$ cat src/atcp_pkg.sv
package atcp_pkg;

	localparam int CNT_W = 16;
	localparam int NSUB  = 7;

	localparam logic [7:0] OFS_ARR  = 8'h00;
	localparam logic [7:0] OFS_CNT  = 8'h04;
	localparam logic [7:0] OFS_CR   = 8'h0C;
	localparam logic [7:0] OFS_ISR  = 8'h10;
	localparam logic [7:0] OFS_ICR  = 8'h14;
	localparam logic [7:0] OFS_FLTR = 8'h1C;
	localparam logic [7:0] OFS_DTR  = 8'h30;
	localparam logic [7:0] OFS_TRG  = 8'h60;
	localparam logic [7:0] OFS_DBG  = 8'h64;
	localparam logic [7:0] SCALAR_OFS [9] = '{8'h00, 8'h04, 8'h0C, 8'h10, 8'h14, 8'h1C,
		8'h30, 8'h60, 8'h64};
	localparam logic [7:0] CHCR_OFS [4] = '{8'h24, 8'h28, 8'h2C, 8'h58};
	// Sub-channel order: 1A 2A 3A 4 1B 2B 3B
	localparam logic [7:0] CCR_OFS [7] = '{8'h3C, 8'h44, 8'h4C, 8'h54, 8'h40, 8'h48, 8'h50};
	localparam int SUB_CH [7]  = '{0, 1, 2, 3, 0, 1, 2};
	localparam int SUB_B [7]   = '{0, 0, 0, 0, 1, 1, 1};
	localparam int PARTNER [7] = '{4, 5, 6, 3, 0, 1, 2};

	localparam int CR_EN      = 0;
	localparam int CR_MODE_LO = 1;
	localparam int CR_COMP    = 3;
	localparam int CR_SINGLE_POINT_PWM_SELECT   = 4;
	localparam logic [1:0] MODE_EDGE   = 2'h2;
	localparam logic [1:0] MODE_CENTER = 2'h3;

	localparam int CH_CS_A   = 0;
	localparam int CH_EDGE_A = 2;
	localparam int CH_IE_A   = 6;
	localparam int CH_DE_A   = 8;
	localparam logic [1:0] EDGE_RISE = 2'h1;
	localparam logic [1:0] EDGE_BOTH = 2'h3;

	localparam int FL_STRIDE = 4;
	localparam int FL_PHASE  = 3;
	localparam logic [2:0] OM_TOGGLE = 3'h4;
	localparam logic [2:0] OM_PWM1   = 3'h6;
	localparam logic [2:0] OM_PWM2   = 3'h7;

	localparam int DT_EN  = 8;
	localparam int DT_MOE = 9;
	localparam int ISR_ETR = 8;

	localparam logic [2:0] TRG_PIN   = 3'h0;
	localparam logic [2:0] TRG_UART1 = 3'h1;
	localparam logic [2:0] TRG_UART2 = 3'h2;
	localparam logic [2:0] TRG_UART3 = 3'h3;
	localparam logic [2:0] TRG_UART4 = 3'h4;
	localparam logic [2:0] TRG_VC1   = 3'h5;
	localparam logic [2:0] TRG_VC2   = 3'h6;

	localparam logic [15:0] RST_ARR  = 16'hFFFF;
	localparam logic [4:0]  RST_CR   = 5'h00;
	localparam logic [9:0]  RST_DTR  = 10'h000;
	localparam logic [1:0]  RESP_OKAY   = 2'h0;
	localparam logic [1:0]  RESP_SLVERR = 2'h2;

	function automatic logic [31:0] wmerge(input logic [31:0] old, input logic [31:0] d,
		input logic [3:0] s);
		logic [31:0] r;
		r = old;
		for (int i = 0; i < 4; i++) begin
			if (s[i]) begin
				r[8*i +: 8] = d[8*i +: 8];
			end
		end
		return r;
	endfunction

	function automatic logic mapped(input logic [7:0] a);
		logic m;
		m = 1'b0;
		for (int i = 0; i < 9; i++) begin
			if (a == SCALAR_OFS[i]) begin
				m = 1'b1;
			end
		end
		for (int i = 0; i < 4; i++) begin
			if (a == CHCR_OFS[i]) begin
				m = 1'b1;
			end
		end
		for (int i = 0; i < 7; i++) begin
			if (a == CCR_OFS[i]) begin
				m = 1'b1;
			end
		end
		return m;
	endfunction

endpackage

$ cat src/atcp_top.sv
// Behaviour
// - Trigger selector zero routes the dedicated trigger pin onto the trigger input.
// - Selector codes one to four route serial port 1-4 receive lines.
// - Codes five, six, seven route comparator one, comparator two, low-voltage detector.
// - Debug halt with freeze bit set holds the counter still.
// - Freeze bit clear lets the counter run during debug halt.
// - Capture select bit set makes a channel capture; clear means compare output.
// - Edge field 01 captures rising edges, 11 captures both edges.
// - With timer enabled, a selected edge copies the counter into capture register.
// - Per-channel enables gate events onto the interrupt and DMA requests.
// - Writing zero to a flag-clear bit clears that pending flag.
// - Output mode 4 toggles the compare output on each match.
// - Counting mode 3 is center-aligned up/down, mode 2 edge-aligned.
// - Complementary bit pairs A and B outputs; single-point bit clear uses both compares in center mode.
// - Output modes 6 and 7 select PWM mode 1 and PWM mode 2.
// - Phase bit zero keeps polarity; one inverts outputs or selects falling input edge.
// - Dead-time enable inserts programmed dead time between complementary transitions.
// - Outputs reach pins only with main output enable set, else inactive.
// - Channel A events assert DMA request source 0x11.
// - Channels 1A-3A and 4 share source 17; 1B-3B share source 18.
//
// The register offsets and the AXI4-Lite register port were decided locally.
`timescale 1ns/1ps
`default_nettype none

module atcp_top
	import atcp_pkg::*;
(
	input  wire logic        ref_clk,
	input  wire logic        srst,
	input  wire logic [7:0]  s_axi_awaddr,
	input  wire logic        s_axi_awvalid,
	output logic             s_axi_awready,
	input  wire logic [31:0] s_axi_wdata,
	input  wire logic [3:0]  s_axi_wstrb,
	input  wire logic        s_axi_wvalid,
	output logic             s_axi_wready,
	output logic [1:0]       s_axi_bresp,
	output logic             s_axi_bvalid,
	input  wire logic        s_axi_bready,
	input  wire logic [7:0]  s_axi_araddr,
	input  wire logic        s_axi_arvalid,
	output logic             s_axi_arready,
	output logic [31:0]      s_axi_rdata,
	output logic [1:0]       s_axi_rresp,
	output logic             s_axi_rvalid,
	input  wire logic        s_axi_rready,
	input  wire logic        ext_trig_pin,
	input  wire logic [3:0]  uart_rxd,
	input  wire logic        voltage_comparator_one,
	input  wire logic        voltage_comparator_two,
	input  wire logic        low_voltage_detector,
	input  wire logic        cpu_debug_halt,
	input  wire logic [6:0]  cap_pin,
	output logic [6:0]       pwm_out,
	output logic             external_trigger_input,
	output logic             chan_irq,
	output logic             dma_req_src17,
	output logic             dma_req_src18
);

	logic              aw_got_reg, aw_got_next, w_got_reg, w_got_next;
	logic [7:0]        awaddr_reg, awaddr_next;
	logic [31:0]       wdata_reg, wdata_next;
	logic [3:0]        wstrb_reg, wstrb_next;
	logic              awready_reg, awready_next, wready_reg, wready_next;
	logic              bvalid_reg, bvalid_next, arready_reg, arready_next;
	logic              rvalid_reg, rvalid_next;
	logic [1:0]        bresp_reg, bresp_next, rresp_reg, rresp_next;
	logic [31:0]       rdata_reg, rdata_next, rd_val;
	logic              do_wr;
	logic [7:0]        wa, ra;

	logic [15:0]       arr_reg, arr_next, cnt_reg, cnt_next;
	logic              dir_reg, dir_next;
	logic [4:0]        ctrl_reg, ctrl_next;
	logic [9:0]        chcr_reg [4];
	logic [9:0]        chcr_next [4];
	logic [27:0]       fltr_reg, fltr_next;
	logic [9:0]        dtr_reg, dtr_next;
	logic [2:0]        trg_reg, trg_next;
	logic              dbg_reg, dbg_next;
	logic [15:0]       ccr_reg [7];
	logic [15:0]       ccr_next [7];
	logic [6:0]        flags_reg, flags_next, ref_reg, ref_next, out_reg, out_next;
	logic [2:0]        dref_reg, dref_next;
	logic [7:0]        dt_reg [3];
	logic [7:0]        dt_next [3];
	logic [7:0]        s1_reg, s1_next, s2_reg, s2_next, s3_reg, s3_next;
	logic [7:0]        filt_reg, filt_next;
	logic [6:0]        prev_reg, prev_next;
	logic              irq_reg, irq_next, dma_a_reg, dma_a_next, dma_b_reg, dma_b_next;

	logic              etr_raw, run, cs, ph, match, hit, rise, fall;
	logic [2:0]        om;
	logic [1:0]        edg;
	logic [15:0]       cmp;
	logic [6:0]        evt, clr, pre, ie_vec;
	logic [31:0]       tmp;

	assign s_axi_awready          = awready_reg;
	assign s_axi_wready           = wready_reg;
	assign s_axi_bvalid           = bvalid_reg;
	assign s_axi_bresp            = bresp_reg;
	assign s_axi_arready          = arready_reg;
	assign s_axi_rvalid           = rvalid_reg;
	assign s_axi_rdata            = rdata_reg;
	assign s_axi_rresp            = rresp_reg;
	assign pwm_out                = out_reg;
	assign external_trigger_input = filt_reg[7];
	assign chan_irq               = irq_reg;
	assign dma_req_src17          = dma_a_reg;
	assign dma_req_src18          = dma_b_reg;

	assign wa    = {awaddr_reg[7:2], 2'h0};
	assign ra    = {s_axi_araddr[7:2], 2'h0};
	assign do_wr = aw_got_reg && w_got_reg && !bvalid_reg;

	// Trigger source mux ahead of the synchroniser; a glitch on reselect is filtered
	always_comb begin
		case (trg_reg)
			TRG_PIN:   etr_raw = ext_trig_pin;
			TRG_UART1: etr_raw = uart_rxd[0];
			TRG_UART2: etr_raw = uart_rxd[1];
			TRG_UART3: etr_raw = uart_rxd[2];
			TRG_UART4: etr_raw = uart_rxd[3];
			TRG_VC1:   etr_raw = voltage_comparator_one;
			TRG_VC2:   etr_raw = voltage_comparator_two;
			default:   etr_raw = low_voltage_detector;
		endcase
	end

	always_comb begin
		rd_val = 32'h0;
		if (ra == OFS_ARR) rd_val = {16'h0, arr_reg};
		if (ra == OFS_CNT) rd_val = {16'h0, cnt_reg};
		if (ra == OFS_CR) rd_val = {27'h0, ctrl_reg};
		if (ra == OFS_ISR) rd_val = {22'h0, dir_reg, filt_reg[7], 1'b0, flags_reg};
		if (ra == OFS_FLTR) rd_val = {4'h0, fltr_reg};
		if (ra == OFS_DTR) rd_val = {22'h0, dtr_reg};
		if (ra == OFS_TRG) rd_val = {29'h0, trg_reg};
		if (ra == OFS_DBG) rd_val = {31'h0, dbg_reg};
		for (int c = 0; c < 4; c++) begin
			if (ra == CHCR_OFS[c]) rd_val = {22'h0, chcr_reg[c]};
		end
		for (int s = 0; s < NSUB; s++) begin
			if (ra == CCR_OFS[s]) rd_val = {16'h0, ccr_reg[s]};
		end
	end

	// Address and data are accepted in either order; the response waits for both
	always_comb begin
		aw_got_next  = (aw_got_reg || (s_axi_awvalid && awready_reg)) && !do_wr;
		w_got_next   = (w_got_reg || (s_axi_wvalid && wready_reg)) && !do_wr;
		awaddr_next  = (s_axi_awvalid && awready_reg) ? s_axi_awaddr : awaddr_reg;
		wdata_next   = (s_axi_wvalid && wready_reg) ? s_axi_wdata : wdata_reg;
		wstrb_next   = (s_axi_wvalid && wready_reg) ? s_axi_wstrb : wstrb_reg;
		bvalid_next  = do_wr || (bvalid_reg && !s_axi_bready);
		bresp_next   = do_wr ? (mapped(wa) ? RESP_OKAY : RESP_SLVERR) : bresp_reg;
		awready_next = !aw_got_next && !bvalid_next;
		wready_next  = !w_got_next && !bvalid_next;
		rvalid_next  = (s_axi_arvalid && arready_reg) || (rvalid_reg && !s_axi_rready);
		arready_next = !rvalid_next;
		rdata_next   = rdata_reg;
		rresp_next   = rresp_reg;
		if (s_axi_arvalid && arready_reg) begin
			rdata_next = rd_val;
			rresp_next = mapped(ra) ? RESP_OKAY : RESP_SLVERR;
		end
	end

	always_ff @(posedge ref_clk) begin
		if (srst) begin
			aw_got_reg  <= 1'b0;
			w_got_reg   <= 1'b0;
			awaddr_reg  <= 8'h00;
			wdata_reg   <= 32'h0;
			wstrb_reg   <= 4'h0;
			bvalid_reg  <= 1'b0;
			bresp_reg   <= RESP_OKAY;
			awready_reg <= 1'b0;
			wready_reg  <= 1'b0;
			rvalid_reg  <= 1'b0;
			arready_reg <= 1'b0;
			rdata_reg   <= 32'h0;
			rresp_reg   <= RESP_OKAY;
		end else begin
			aw_got_reg  <= aw_got_next;
			w_got_reg   <= w_got_next;
			awaddr_reg  <= awaddr_next;
			wdata_reg   <= wdata_next;
			wstrb_reg   <= wstrb_next;
			bvalid_reg  <= bvalid_next;
			bresp_reg   <= bresp_next;
			awready_reg <= awready_next;
			wready_reg  <= wready_next;
			rvalid_reg  <= rvalid_next;
			arready_reg <= arready_next;
			rdata_reg   <= rdata_next;
			rresp_reg   <= rresp_next;
		end
	end

	always_comb begin
		arr_next   = arr_reg;
		cnt_next   = cnt_reg;
		dir_next   = dir_reg;
		ctrl_next  = ctrl_reg;
		chcr_next  = chcr_reg;
		fltr_next  = fltr_reg;
		dtr_next   = dtr_reg;
		trg_next   = trg_reg;
		dbg_next   = dbg_reg;
		ccr_next   = ccr_reg;
		ref_next   = ref_reg;
		dref_next  = dref_reg;
		dt_next    = dt_reg;
		out_next   = 7'h00;
		dma_a_next = 1'b0;
		dma_b_next = 1'b0;
		// Three-stage synchroniser; a level counts once stages two and three agree
		s1_next    = {etr_raw, cap_pin};
		s2_next    = s1_reg;
		s3_next    = s2_reg;
		filt_next  = (s2_reg & s3_reg) | (filt_reg & (s2_reg ^ s3_reg));
		prev_next  = filt_reg[6:0];
		evt        = 7'h00;
		clr        = 7'h00;
		pre        = 7'h00;
		ie_vec     = 7'h00;
		tmp        = 32'h0;
		cs         = 1'b0;
		ph         = 1'b0;
		om         = 3'h0;
		edg        = 2'h0;
		cmp        = 16'h0;
		match      = 1'b0;
		hit        = 1'b0;
		rise       = 1'b0;
		fall       = 1'b0;

		run = ctrl_reg[CR_EN] && !(cpu_debug_halt && dbg_reg);
		if (run) begin
			if (ctrl_reg[CR_MODE_LO +: 2] == MODE_CENTER) begin
				if (!dir_reg) begin
					if (cnt_reg >= arr_reg) begin
						dir_next = 1'b1;
						cnt_next = (cnt_reg == 16'h0) ? 16'h0 : cnt_reg - 16'h1;
					end else begin
						cnt_next = cnt_reg + 16'h1;
					end
				end else if (cnt_reg == 16'h0) begin
					dir_next = 1'b0;
					cnt_next = 16'h1;
				end else begin
					cnt_next = cnt_reg - 16'h1;
				end
			end else begin
				dir_next = 1'b0;
				cnt_next = (cnt_reg >= arr_reg) ? 16'h0 : cnt_reg + 16'h1;
			end
		end

		// A software write to the counter wins over counting in the same cycle
		if (do_wr) begin
			if (wa == OFS_ARR) begin
				tmp = wmerge({16'h0, arr_reg}, wdata_reg, wstrb_reg);
				arr_next = tmp[15:0];
			end
			if (wa == OFS_CNT) begin
				tmp = wmerge({16'h0, cnt_reg}, wdata_reg, wstrb_reg);
				cnt_next = tmp[15:0];
			end
			if (wa == OFS_CR) begin
				tmp = wmerge({27'h0, ctrl_reg}, wdata_reg, wstrb_reg);
				ctrl_next = tmp[4:0];
			end
			if (wa == OFS_ICR) begin
				clr = ~wdata_reg[6:0] & {7{wstrb_reg[0]}};
			end
			if (wa == OFS_FLTR) begin
				tmp = wmerge({4'h0, fltr_reg}, wdata_reg, wstrb_reg);
				fltr_next = tmp[27:0];
			end
			if (wa == OFS_DTR) begin
				tmp = wmerge({22'h0, dtr_reg}, wdata_reg, wstrb_reg);
				dtr_next = tmp[9:0];
			end
			if (wa == OFS_TRG) begin
				tmp = wmerge({29'h0, trg_reg}, wdata_reg, wstrb_reg);
				trg_next = tmp[2:0];
			end
			if (wa == OFS_DBG) begin
				tmp = wmerge({31'h0, dbg_reg}, wdata_reg, wstrb_reg);
				dbg_next = tmp[0];
			end
			for (int c = 0; c < 4; c++) begin
				if (wa == CHCR_OFS[c]) begin
					tmp = wmerge({22'h0, chcr_reg[c]}, wdata_reg, wstrb_reg);
					chcr_next[c] = tmp[9:0];
				end
			end
			for (int s = 0; s < NSUB; s++) begin
				if (wa == CCR_OFS[s]) begin
					tmp = wmerge({16'h0, ccr_reg[s]}, wdata_reg, wstrb_reg);
					ccr_next[s] = tmp[15:0];
				end
			end
		end

		for (int s = 0; s < NSUB; s++) begin
			cs  = chcr_reg[SUB_CH[s]][CH_CS_A + SUB_B[s]];
			edg = chcr_reg[SUB_CH[s]][CH_EDGE_A + 2*SUB_B[s] +: 2];
			ph  = fltr_reg[FL_STRIDE*s + FL_PHASE];
			om  = fltr_reg[FL_STRIDE*s +: 3];
			ie_vec[s] = chcr_reg[SUB_CH[s]][CH_IE_A + SUB_B[s]];
			rise = (filt_reg[s] ^ ph) && !(prev_reg[s] ^ ph);
			fall = !(filt_reg[s] ^ ph) && (prev_reg[s] ^ ph);
			hit  = ((edg == EDGE_RISE) && rise) || ((edg == EDGE_BOTH) && (rise || fall));
			if (cs && ctrl_reg[CR_EN] && hit) begin
				ccr_next[s] = cnt_reg;
				evt[s] = 1'b1;
			end
			match = !cs && run && (cnt_reg == ccr_reg[s]);
			if (match) begin
				evt[s] = 1'b1;
			end
			// Two-point center mode compares against the partner register on the way down
			cmp = (ctrl_reg[CR_MODE_LO +: 2] == MODE_CENTER && !ctrl_reg[CR_SINGLE_POINT_PWM_SELECT] && dir_reg)
				? ccr_reg[PARTNER[s]] : ccr_reg[s];
			case (om)
				OM_TOGGLE: ref_next[s] = ref_reg[s] ^ match;
				OM_PWM1:   ref_next[s] = (cnt_reg < cmp);
				OM_PWM2:   ref_next[s] = !(cnt_reg < cmp);
				default:   ref_next[s] = ref_reg[s];
			endcase
			if (evt[s] && chcr_reg[SUB_CH[s]][CH_DE_A + SUB_B[s]]) begin
				if (SUB_B[s] == 0) begin
					dma_a_next = 1'b1;
				end else begin
					dma_b_next = 1'b1;
				end
			end
		end

		// Set wins over a clear landing in the same cycle
		flags_next = (flags_reg & ~clr) | evt;
		irq_next   = |(flags_reg & ie_vec);

		pre = ref_reg;
		for (int x = 0; x < 3; x++) begin
			if (ctrl_reg[CR_COMP]) begin
				if (ref_reg[x] != dref_reg[x]) begin
					dref_next[x] = ref_reg[x];
					dt_next[x] = dtr_reg[DT_EN] ? dtr_reg[7:0] : 8'h00;
				end else if (dt_reg[x] != 8'h00) begin
					dt_next[x] = dt_reg[x] - 8'h01;
				end
				// Both legs held low while dead time runs
				pre[x]     = (dt_reg[x] == 8'h00) && dref_reg[x];
				pre[x + 4] = (dt_reg[x] == 8'h00) && !dref_reg[x];
			end else begin
				dt_next[x] = 8'h00;
			end
		end

		for (int s = 0; s < NSUB; s++) begin
			if (dtr_reg[DT_MOE] && !chcr_reg[SUB_CH[s]][CH_CS_A + SUB_B[s]]) begin
				out_next[s] = pre[s] ^ fltr_reg[FL_STRIDE*s + FL_PHASE];
			end
		end
	end

	always_ff @(posedge ref_clk) begin
		if (srst) begin
			arr_reg   <= RST_ARR;
			cnt_reg   <= 16'h0;
			dir_reg   <= 1'b0;
			ctrl_reg  <= RST_CR;
			chcr_reg  <= '{default: 10'h000};
			fltr_reg  <= 28'h0;
			dtr_reg   <= RST_DTR;
			trg_reg   <= TRG_PIN;
			dbg_reg   <= 1'b0;
			ccr_reg   <= '{default: 16'h0};
			flags_reg <= 7'h00;
			ref_reg   <= 7'h00;
			dref_reg  <= 3'h0;
			dt_reg    <= '{default: 8'h00};
			out_reg   <= 7'h00;
			s1_reg    <= 8'h00;
			s2_reg    <= 8'h00;
			s3_reg    <= 8'h00;
			filt_reg  <= 8'h00;
			prev_reg  <= 7'h00;
			irq_reg   <= 1'b0;
			dma_a_reg <= 1'b0;
			dma_b_reg <= 1'b0;
		end else begin
			arr_reg   <= arr_next;
			cnt_reg   <= cnt_next;
			dir_reg   <= dir_next;
			ctrl_reg  <= ctrl_next;
			chcr_reg  <= chcr_next;
			fltr_reg  <= fltr_next;
			dtr_reg   <= dtr_next;
			trg_reg   <= trg_next;
			dbg_reg   <= dbg_next;
			ccr_reg   <= ccr_next;
			flags_reg <= flags_next;
			ref_reg   <= ref_next;
			dref_reg  <= dref_next;
			dt_reg    <= dt_next;
			out_reg   <= out_next;
			s1_reg    <= s1_next;
			s2_reg    <= s2_next;
			s3_reg    <= s3_next;
			filt_reg  <= filt_next;
			prev_reg  <= prev_next;
			irq_reg   <= irq_next;
			dma_a_reg <= dma_a_next;
			dma_b_reg <= dma_b_next;
		end
	end

endmodule

`default_nettype wire

$ cat config.mk
export PLATFORM = sky130hd
export DESIGN_NAME = atcp_top
export DESIGN_NICKNAME = d
export VERILOG_FILES = /design/src/atcp_pkg.sv /design/src/atcp_top.sv
export SDC_FILE = /design/constraint.sdc
export NUM_CORES = 1
export LEC_CHECK = 0
export ABC_AREA = 1
export BUFFER_PORTS_ARGS = -buffer_cell sky130_fd_sc_hd__buf_2
export CAP_MARGIN = 20
export CORE_MARGIN = 1.5
export CORE_UTILIZATION = 50
export CTS_CLUSTER_SIZE = 10
export DETAILED_ROUTE_END_ITERATION = 7
export HOLD_SLACK_MARGIN = 0.02
export PLACE_DENSITY = 0.66
export SETUP_SLACK_MARGIN = 0.2
export SLEW_MARGIN = 15
export SYNTH_ARGS = -nofsm -noshare
export SYNTH_HDL_FRONTEND = slang
export SYNTH_SLANG_ARGS = --single-unit
$ cat constraint.sdc
create_clock -name ref_clk -period 3.73 [get_ports ref_clk]
set_clock_uncertainty 0.05 [all_clocks]
set_input_delay 0.9325 -clock ref_clk [delete_from_list [all_inputs] [get_ports ref_clk]]
set_output_delay 0.9325 -clock ref_clk [all_outputs]
set_load 0.03 [all_outputs]
==> reports/qor.csv, run 1 <==
metric,value,unit
status,completed,
die extent in y,227,µm
Largest register FFs,112,
die area,51300,µm²
P_sw,2.38,mW
largest net degree at the start of global routing,136,
fin crit period,3150,ps
clk sink count,397,
first-pass iteration count of the detailed router,6,
post-synthesis sequential area ratio,31.8,%
final wirelength,97500,µm
initial antenna violation count,0,
setup repair bufs after CTS,0,
Yosys cell types,58,
Max VDD drop,0.345,mV
Rel. slew slack,17.3,%
post-synth top area cell,dfxtp_1,
WP data required,4190,ps
Clock Path Buffers,3,
CTS tree,yes,
buffers added on ports,112,
max incr delay on CP,390,ps
Hold Crit Start,s1_reg[2],
Final HPWL DP,71400,µm
CP endpoint kind,flop,
Critical Path AT,3620,ps
fraction of layout cells with a size suffix above 1,8.76,%
Final Hold Vio Count,0,
Post-synth EDFFs,0,
Min-Delay Endpoint,s2_reg[2],
Clock transition at path regs,50,ps
Placer Congestion,1.06,
Net Sw Frac,25.3,%
CP max-delay cell,dfxtp_1,
Total Power,9.40,mW
worst-path cell chain,"nand2_1, nor2_4, nand2_4, buf_12, o21ai_0, ha_1, a21oi_1, a31oi_1, a2111oi_2, buf_4, nand2_1, nand2_1, nand3_1, nand2_1, inv_1",
initial core utilization,50.8,%
row count,81,
Gate power share,6.0,%
Synth area leaders,"dfxtp_1, nand2_1, o21ai_0",
syn avg cell area,6.60,µm²
Ys Warns,0,
pwr/cell area,341,nW/µm²
# setup viols final,0,
fmax,0.317,GHz
Die W,227,µm
Flop pwr share,46.7,%
crit path launch type,flop,
H-tree level count,2,
clock power share,47.3,%
Cells after Synth,3784,
Worst-Skew Late Latency,620,ps
gr usage total,37.7,%
Least-Margin Pin Slew,1240,ps
cells on worst reg2reg path,15,
"most used cell, CP",nand2_1,
initial DRC count,3341,
number of global-route vias before repair,23600,
capturing point of the worst reg2reg path,ref_reg[2],
r2r startpoint,ctrl_reg[2],
Critical Path Fanout Max,130,
P&R area growth vs syn,10.5,%
share of the synthesized area in the top cell type,31.8,%
first-pass GRT wire length,145000,µm
DRC,0,
synthesized cell area,25000,µm²
vias per cell,5.93,
antenna cell count,0,
Post-DRT Antenna Nets,0,
Hold Path Depth,2,
R2R setup slack,580,ps
Synth Register Bits,397,
Leak,12.3,nW
Num CTS Buffers,49,
final period utilization,84.6,%
# IOs,127,
vias,26700,
Final Net Count,4044,
max cap viols,0,
Hold Crit Class,reg2reg,
wire per inst,21.6,µm
post-synthesis async set-or-reset flop share,0,%
Int Power,7.02,mW
Slew Limit Fails,0,
top_reg_cell synth,dfxtp_1,
CTS root buffer,clkbuf_16,
Crit Path Class,reg2reg,
setup_tns,0,ps
total grt overflow,0,
RSZ-0062 raised after global routing,false,
Core Region,49200,µm²
==> routing by layer <==
metal	share of wire, %	vias up	track usage [%]
li1	-	12800	-
met1	41	12200	52.5
met2	41	1493	54.8
met3	11	254	6.65
met4	6.2	0	21.1
met5	0	-	0
==> stage by stage <==
step / utilization, % / setup slack [ps] / cell area (µm²) / instances / hold slack [ps]
3_3_place_gp: 53.2 / 218 / 26100 / 4439 / 345
6_report: 56.1 / 575 / 27600 / 4509 / 350
5_1_grt: 56.1 / 290 / 27600 / 4509 / 374
4_1_cts: 56.1 / 332 / 27600 / 4509 / 350
2_1_floorplan: - / 1010 / 25000 / 3789 / 338
3_5_place_dp: 53.2 / 189 / 26100 / 4439 / 343
==> power groups by stage <==
stage	sequential, mW	clock [mW]	combinational (mW)
after global routing	4.39	4.64	0.610
final	4.40	4.45	0.562
after detailed placement	4.48	0	0.547
after global placement	4.48	0	0.543
after floorplan	4.43	0	0.351
after CTS	4.39	4.48	0.549
==> synthesized netlist by cell type, types with 5 or more instances <==
cell type	count
buf_4	16
a21oi_1	327
nand2_1	860
o21ai_0	427
or2_2	6
o2111ai_1	9
clkinv_1	14
nand3b_1	8
a2111oi_0	9
clkbuf_1	131
xor2_1	35
nor2_1	334
nor4_1	19
o211ai_1	27
a31oi_1	130
inv_1	386
xnor2_1	26
inv_2	18
nand4_1	55
o21bai_1	9
buf_1	8
nor3_1	67
buf_6	5
nor2_4	6
a221oi_1	18
nand3_1	104
dfxtp_1	397
o21ai_1	22
nor2_2	17
o22ai_1	20
ha_1	143
buf_2	51
a211oi_1	29
==> critical path, delay by kind of cell (launching register included) <==
kind	cells	cell delay, ps
AOI/OAI and AO/OA	4	960
buffers and inverters	3	470
adders and majority gates	1	290
DFF	1	390
and+or+nand+nor	7	840
==> cell families after synthesis <==
group,share of synthesized area [%]
other,0.0150
buffers and inverters,10.1
adder cells (fa/ha/maj),7.16
flip-flops,31.8
XOR/XNOR,2.14
AO/OA/AOI/OAI,23.4
AND/OR/NAND/NOR,25.3
==> worst max-delay path by stage <==
stage,startpoint,slack (ps),to
after global placement,ctrl_reg[2],220,ref_reg[2]
after detailed placement,ctrl_reg[2],190,ref_reg[2]
after CTS,ctrl_reg[2],330,ref_reg[2]
after floorplan,ctrl_reg[2],1010,ref_reg[4]
after global routing,ctrl_reg[1],290,ref_reg[5]
final,ctrl_reg[2],580,ref_reg[2]
==> placed cells by master (no fill, tap or decap), types with 9 or more instances in the layout <==
cell | synthesis | final
buf_4 | 16 | 83
nor2_2 | 17 | 17
dfxtp_1 | 397 | 397
a31oi_1 | 130 | 130
o21bai_1 | 9 | 9
clkinv_1 | 14 | 13
a221oi_1 | 18 | 18
a211oi_1 | 29 | 29
nand4_1 | 55 | 55
nand3_1 | 104 | 104
a21oi_1 | 327 | 327
o21ai_1 | 22 | 22
xor2_1 | 35 | 35
nor4_1 | 19 | 19
ha_1 | 143 | 143
clkbuf_16 | 0 | 50
nand2_1 | 860 | 859
o211ai_1 | 27 | 27
nor3_1 | 67 | 66
o2111ai_1 | 9 | 9
inv_2 | 18 | 18
inv_1 | 386 | 385
buf_2 | 51 | 111
xnor2_1 | 26 | 26
nor2_1 | 334 | 334
o22ai_1 | 20 | 20
o21ai_0 | 427 | 427
==> area by class of cell <==
class,count,area [µm²]
clock buffer,61,1330
clock inverter,9,103
fill,4961,21600
inverter,419,1580
multi-input combinational,2761,14500
sequential,397,7950
tap,664,831
timing repair buffer,198,1260
==> timing repair <==
action                     in CTS  in global routing
hold buffers                    0                  0
setup endpoints to repair       1                  1
gates resized for setup         1                  2
No activity file was read; power rests on OpenSTA's default activity.
==> run 2: changes to the inputs <==
--- a/config.mk
+++ b/config.mk
@@ -5,7 +5,7 @@
 export SDC_FILE = /design/constraint.sdc
 export NUM_CORES = 1
 export LEC_CHECK = 0
-export ABC_AREA = 1
+export ABC_AREA = 0
 export BUFFER_PORTS_ARGS = -buffer_cell sky130_fd_sc_hd__buf_2
 export CAP_MARGIN = 20
 export CORE_MARGIN = 1.5
==> constraint.sdc (replaced) <==
create_clock -name ref_clk -period 3.1 [get_ports ref_clk]
set_clock_uncertainty 0.05 [all_clocks]
set_input_delay 0.775 -clock ref_clk [delete_from_list [all_inputs] [get_ports ref_clk]]
set_output_delay 0.775 -clock ref_clk [all_outputs]
set_load 0.03 [all_outputs]
==> run 2 against run 1 <==
  * Non-clock buffer count is 179 higher
  * Setup slack worse by 580 ps
  * Final area is 4.5% higher
  * Highest routed layer unchanged
==> reports/qor.csv, run 2 <==
metric,value,unit,change
status,completed,,unchanged
Critical Path AT,3580,ps,was 3620 ps
Leak,11.6,nW,was 12.3 nW
buffers added on ports,112,,unchanged
P_sw,2.75,mW,was 2.38 mW
Max VDD drop,0.447,mV,was 0.345 mV
Yosys cell types,93,,was 58
fmax,0.323,GHz,was 0.317 GHz
Least-Margin Pin Slew,1200,ps,was 1240 ps
Final Net Count,3354,,"was 4,044"
gr usage total,38.3,%,was 37.7%
Placed Area,26900,µm²,"was 26,100 µm²"
crit path launch type,flop,,unchanged
Hold Crit Class,in2reg,,was reg2reg
first-pass GRT wire length,144000,µm,"was 145,000 µm"
antenna cell count,0,,unchanged
Core Region,47900,µm²,"was 49,200 µm²"
initial antenna violation count,0,,unchanged
die extent in y,224,µm,was 227 µm
Gate power share,5.4,%,was 6.0%
initial DRC count,2663,,"was 3,341"
vias per cell,6.39,,was 5.93
top_reg_cell synth,dfxtp_1,,unchanged
post-synthesis sequential area ratio,32.6,%,was 31.8%
Worst Slack Setup Final,0.0695,ps,was 575 ps
first-pass iteration count of the detailed router,5,,was 6
# IOs,127,,unchanged
Post-synth EDFFs,0,,unchanged
clock power share,47.6,%,was 47.3%
total grt overflow,0,,unchanged
P&R area growth vs syn,18.2,%,was 10.5%
"worst slack, placed",-186,ps,was 189 ps
Cells after Synth,2935,,"was 3,784"
"most used cell, CP",buf_12,,was nand2_1
Synth Register Bits,397,,unchanged
Slew Limit Fails,0,,unchanged
Largest register FFs,112,,unchanged
Flop pwr share,47.0,%,was 46.7%
CP top delay family,simple AND/OR/NAND/NOR gates,,was compound AO/OA/AOI/OAI gates
die area,50100,µm²,"was 51,300 µm²"
CP endpoint kind,flop,,unchanged
Die W,224,µm,was 227 µm
Clock Path Buffers,3,,unchanged
number of global-route vias before repair,23000,,"was 23,600"
Num CTS Buffers,48,,was 49
max cap viols,0,,unchanged
DRC,0,,unchanged
syn avg cell area,8.31,µm²,was 6.60 µm²
RSZ-0062 raised after global routing,true,,was false
Worst-Skew Late Latency,610,ps,was 620 ps
most frequent cell after synthesis,dfxtp_1,,was nand2_1
H-tree level count,2,,unchanged
Crit Path Class,reg2reg,,unchanged
final period utilization,100,%,was 84.6%
cts hold-fix bufs,0,,unchanged
Commonest cells post-synth,"dfxtp_1, nor2_1, mux2i_1",,"was nand2_1, o21ai_0, dfxtp_1"
Critical Path Fanout Max,9,,was 130
Bufs and invs on worst path,3,,unchanged
CTS root buffer,clkbuf_16,,unchanged
"commonest non-fill, non-tap cell in the layout",dfxtp_1,,was nand2_1
WHS,339,ps,was 350 ps
clk sink count,397,,unchanged
row count,80,,was 81
fraction of layout cells with a size suffix above 1,17.0,%,was 8.76%
final wirelength,98000,µm,"was 97,500 µm"
max incr delay on CP,410,ps,was 390 ps
Final Cell Area,28800,µm²,"was 27,600 µm²"
Total Power,11.2,mW,was 9.40 mW
Synth area leaders,"dfxtp_1, mux2i_1, ha_1",,"was dfxtp_1, nand2_1, o21ai_0"
pwr/cell area,388,nW/µm²,was 341 nW/µm²
initial core utilization,50.9,%,was 50.8%
wire per inst,26.0,µm,was 21.6 µm
Rel. slew slack,19.7,%,was 17.3%
Int Power,8.45,mW,was 7.02 mW
WP data required,3580,ps,was 4190 ps
Net Sw Frac,24.6,%,was 25.3%
CP max-delay cell,or4_4,,was dfxtp_1
worst-path cell chain,"and4b_4, buf_12, buf_6, buf_12, mux2i_4, ha_4, a21oi_2, nor2_1, a211oi_2, a311oi_2, o31a_1, or4_4, nand3_1",,"was nand2_1, nor2_4, nand2_4, buf_12, o21ai_0, ha_1, a21oi_1, a31oi_1, a2111oi_2, buf_4, nand2_1, nand2_1, nand3_1, nand2_1, inv_1"
"commonest cells after routing, fill and taps aside","dfxtp_1, nor2_1, mux2i_1",,"was nand2_1, o21ai_0, dfxtp_1"
synthesized cell area,24400,µm²,"was 25,000 µm²"
CTS tree,yes,,unchanged
share of the synthesized area in the top cell type,32.6,%,was 31.8%
post-synth top area cell,dfxtp_1,,unchanged
largest net degree at the start of global routing,112,,was 136
vias,24100,,"was 26,700"
Final HPWL DP,73300,µm,"was 71,400 µm"
post-synthesis async set-or-reset flop share,0,%,unchanged
# setup viols final,0,,unchanged
Clock transition at path regs,60,ps,was 50 ps
Post-DRT Antenna Nets,0,,unchanged
fin crit period,3100,ps,was 3150 ps
Ys Warns,0,,unchanged
final core occ,60.1,%,was 56.1%
Placer Congestion,1.09,,was 1.06
Final Hold Vio Count,0,,unchanged
==> run 2: final cells by class <==
class	count	area, µm²
Multi-Input combinational cell	2251	15600
Inverter	61	229
Timing Repair Buffer	377	2890
Tap cell	615	769
Clock inverter	7	120
Sequential cell	397	7950
Clock buffer	60	1300
Fill cell	4303	19100
==> run 2: stage by stage <==
stage | instances | setup TNS, ps
after detailed placement | 3682 | -574
after floorplan | 2940 | 0
after global placement | 3681 | -168
after global routing | 3768 | 0
final | 3768 | 0
after CTS | 3754 | 0
==> run 2: what timing repair did <==
action                                  in CTS  in global routing
gates cloned                                 0                  1
gates resized for setup                     37                 43
pin swaps                                   23                 35
buffers inserted                             5                 11
endpoints found under the setup margin       8                  9
==> run 2: worst paths after layout <==
check / from / to / slack [ps] / cells after the start
worst min register to register: s1_reg[3] / s2_reg[3] / 380 / 1
worst min-delay path: cap_pin[5] / s1_reg[5] / 340 / 2
worst max register to register: ctrl_reg[4] / ref_reg[1] / 0.07 / 13
worst max-delay path: ctrl_reg[4] / ref_reg[1] / 0.07 / 13
==> run 2: worst register-to-register path, cell delays in order, from the launching register on <==
cell	delay, ps
dfxtp_2	310
and4b_4	320
buf_12	160
buf_6	130
buf_12	140
mux2i_4	290
ha_4	240
a21oi_2	140
nor2_1	80
a211oi_2	250
a311oi_2	140
o31a_1	250
or4_4	410
nand3_1	100
==> run 2: layer usage <==
layer	GRT usage [%]	wire [µm]	vias up
li1	-	-	11000
met4	21.7	6050	0
met3	6.52	8590	311
met5	0	0	-
met2	60.0	43300	1213
met1	49.9	40100	11600
==> run 2: power by group through the flow <==
stage          clock, mW  combinational [mW]  sequential, mW
6_report            5.33               0.601            5.27
5_1_grt             5.56               0.643            5.27
4_1_cts             5.37               0.582            5.27
3_5_place_dp           0               0.579            5.38
3_3_place_gp           0               0.565            5.38
2_1_floorplan          0               0.371            5.32
==> run 2: kinds of logic after synthesis <==
group / Yosys count / share of synthesized area (%)
AOI/OAI and AO/OA: 683 / 18.6
xor gates and xnor gates: 155 / 5.56
adders and majority gates: 143 / 7.33
buffers and inverters: 292 / 4.90
DFF: 397 / 32.6
muxes: 282 / 11.7
other: 1 / 0.0154
and+or+nand+nor: 982 / 19.3
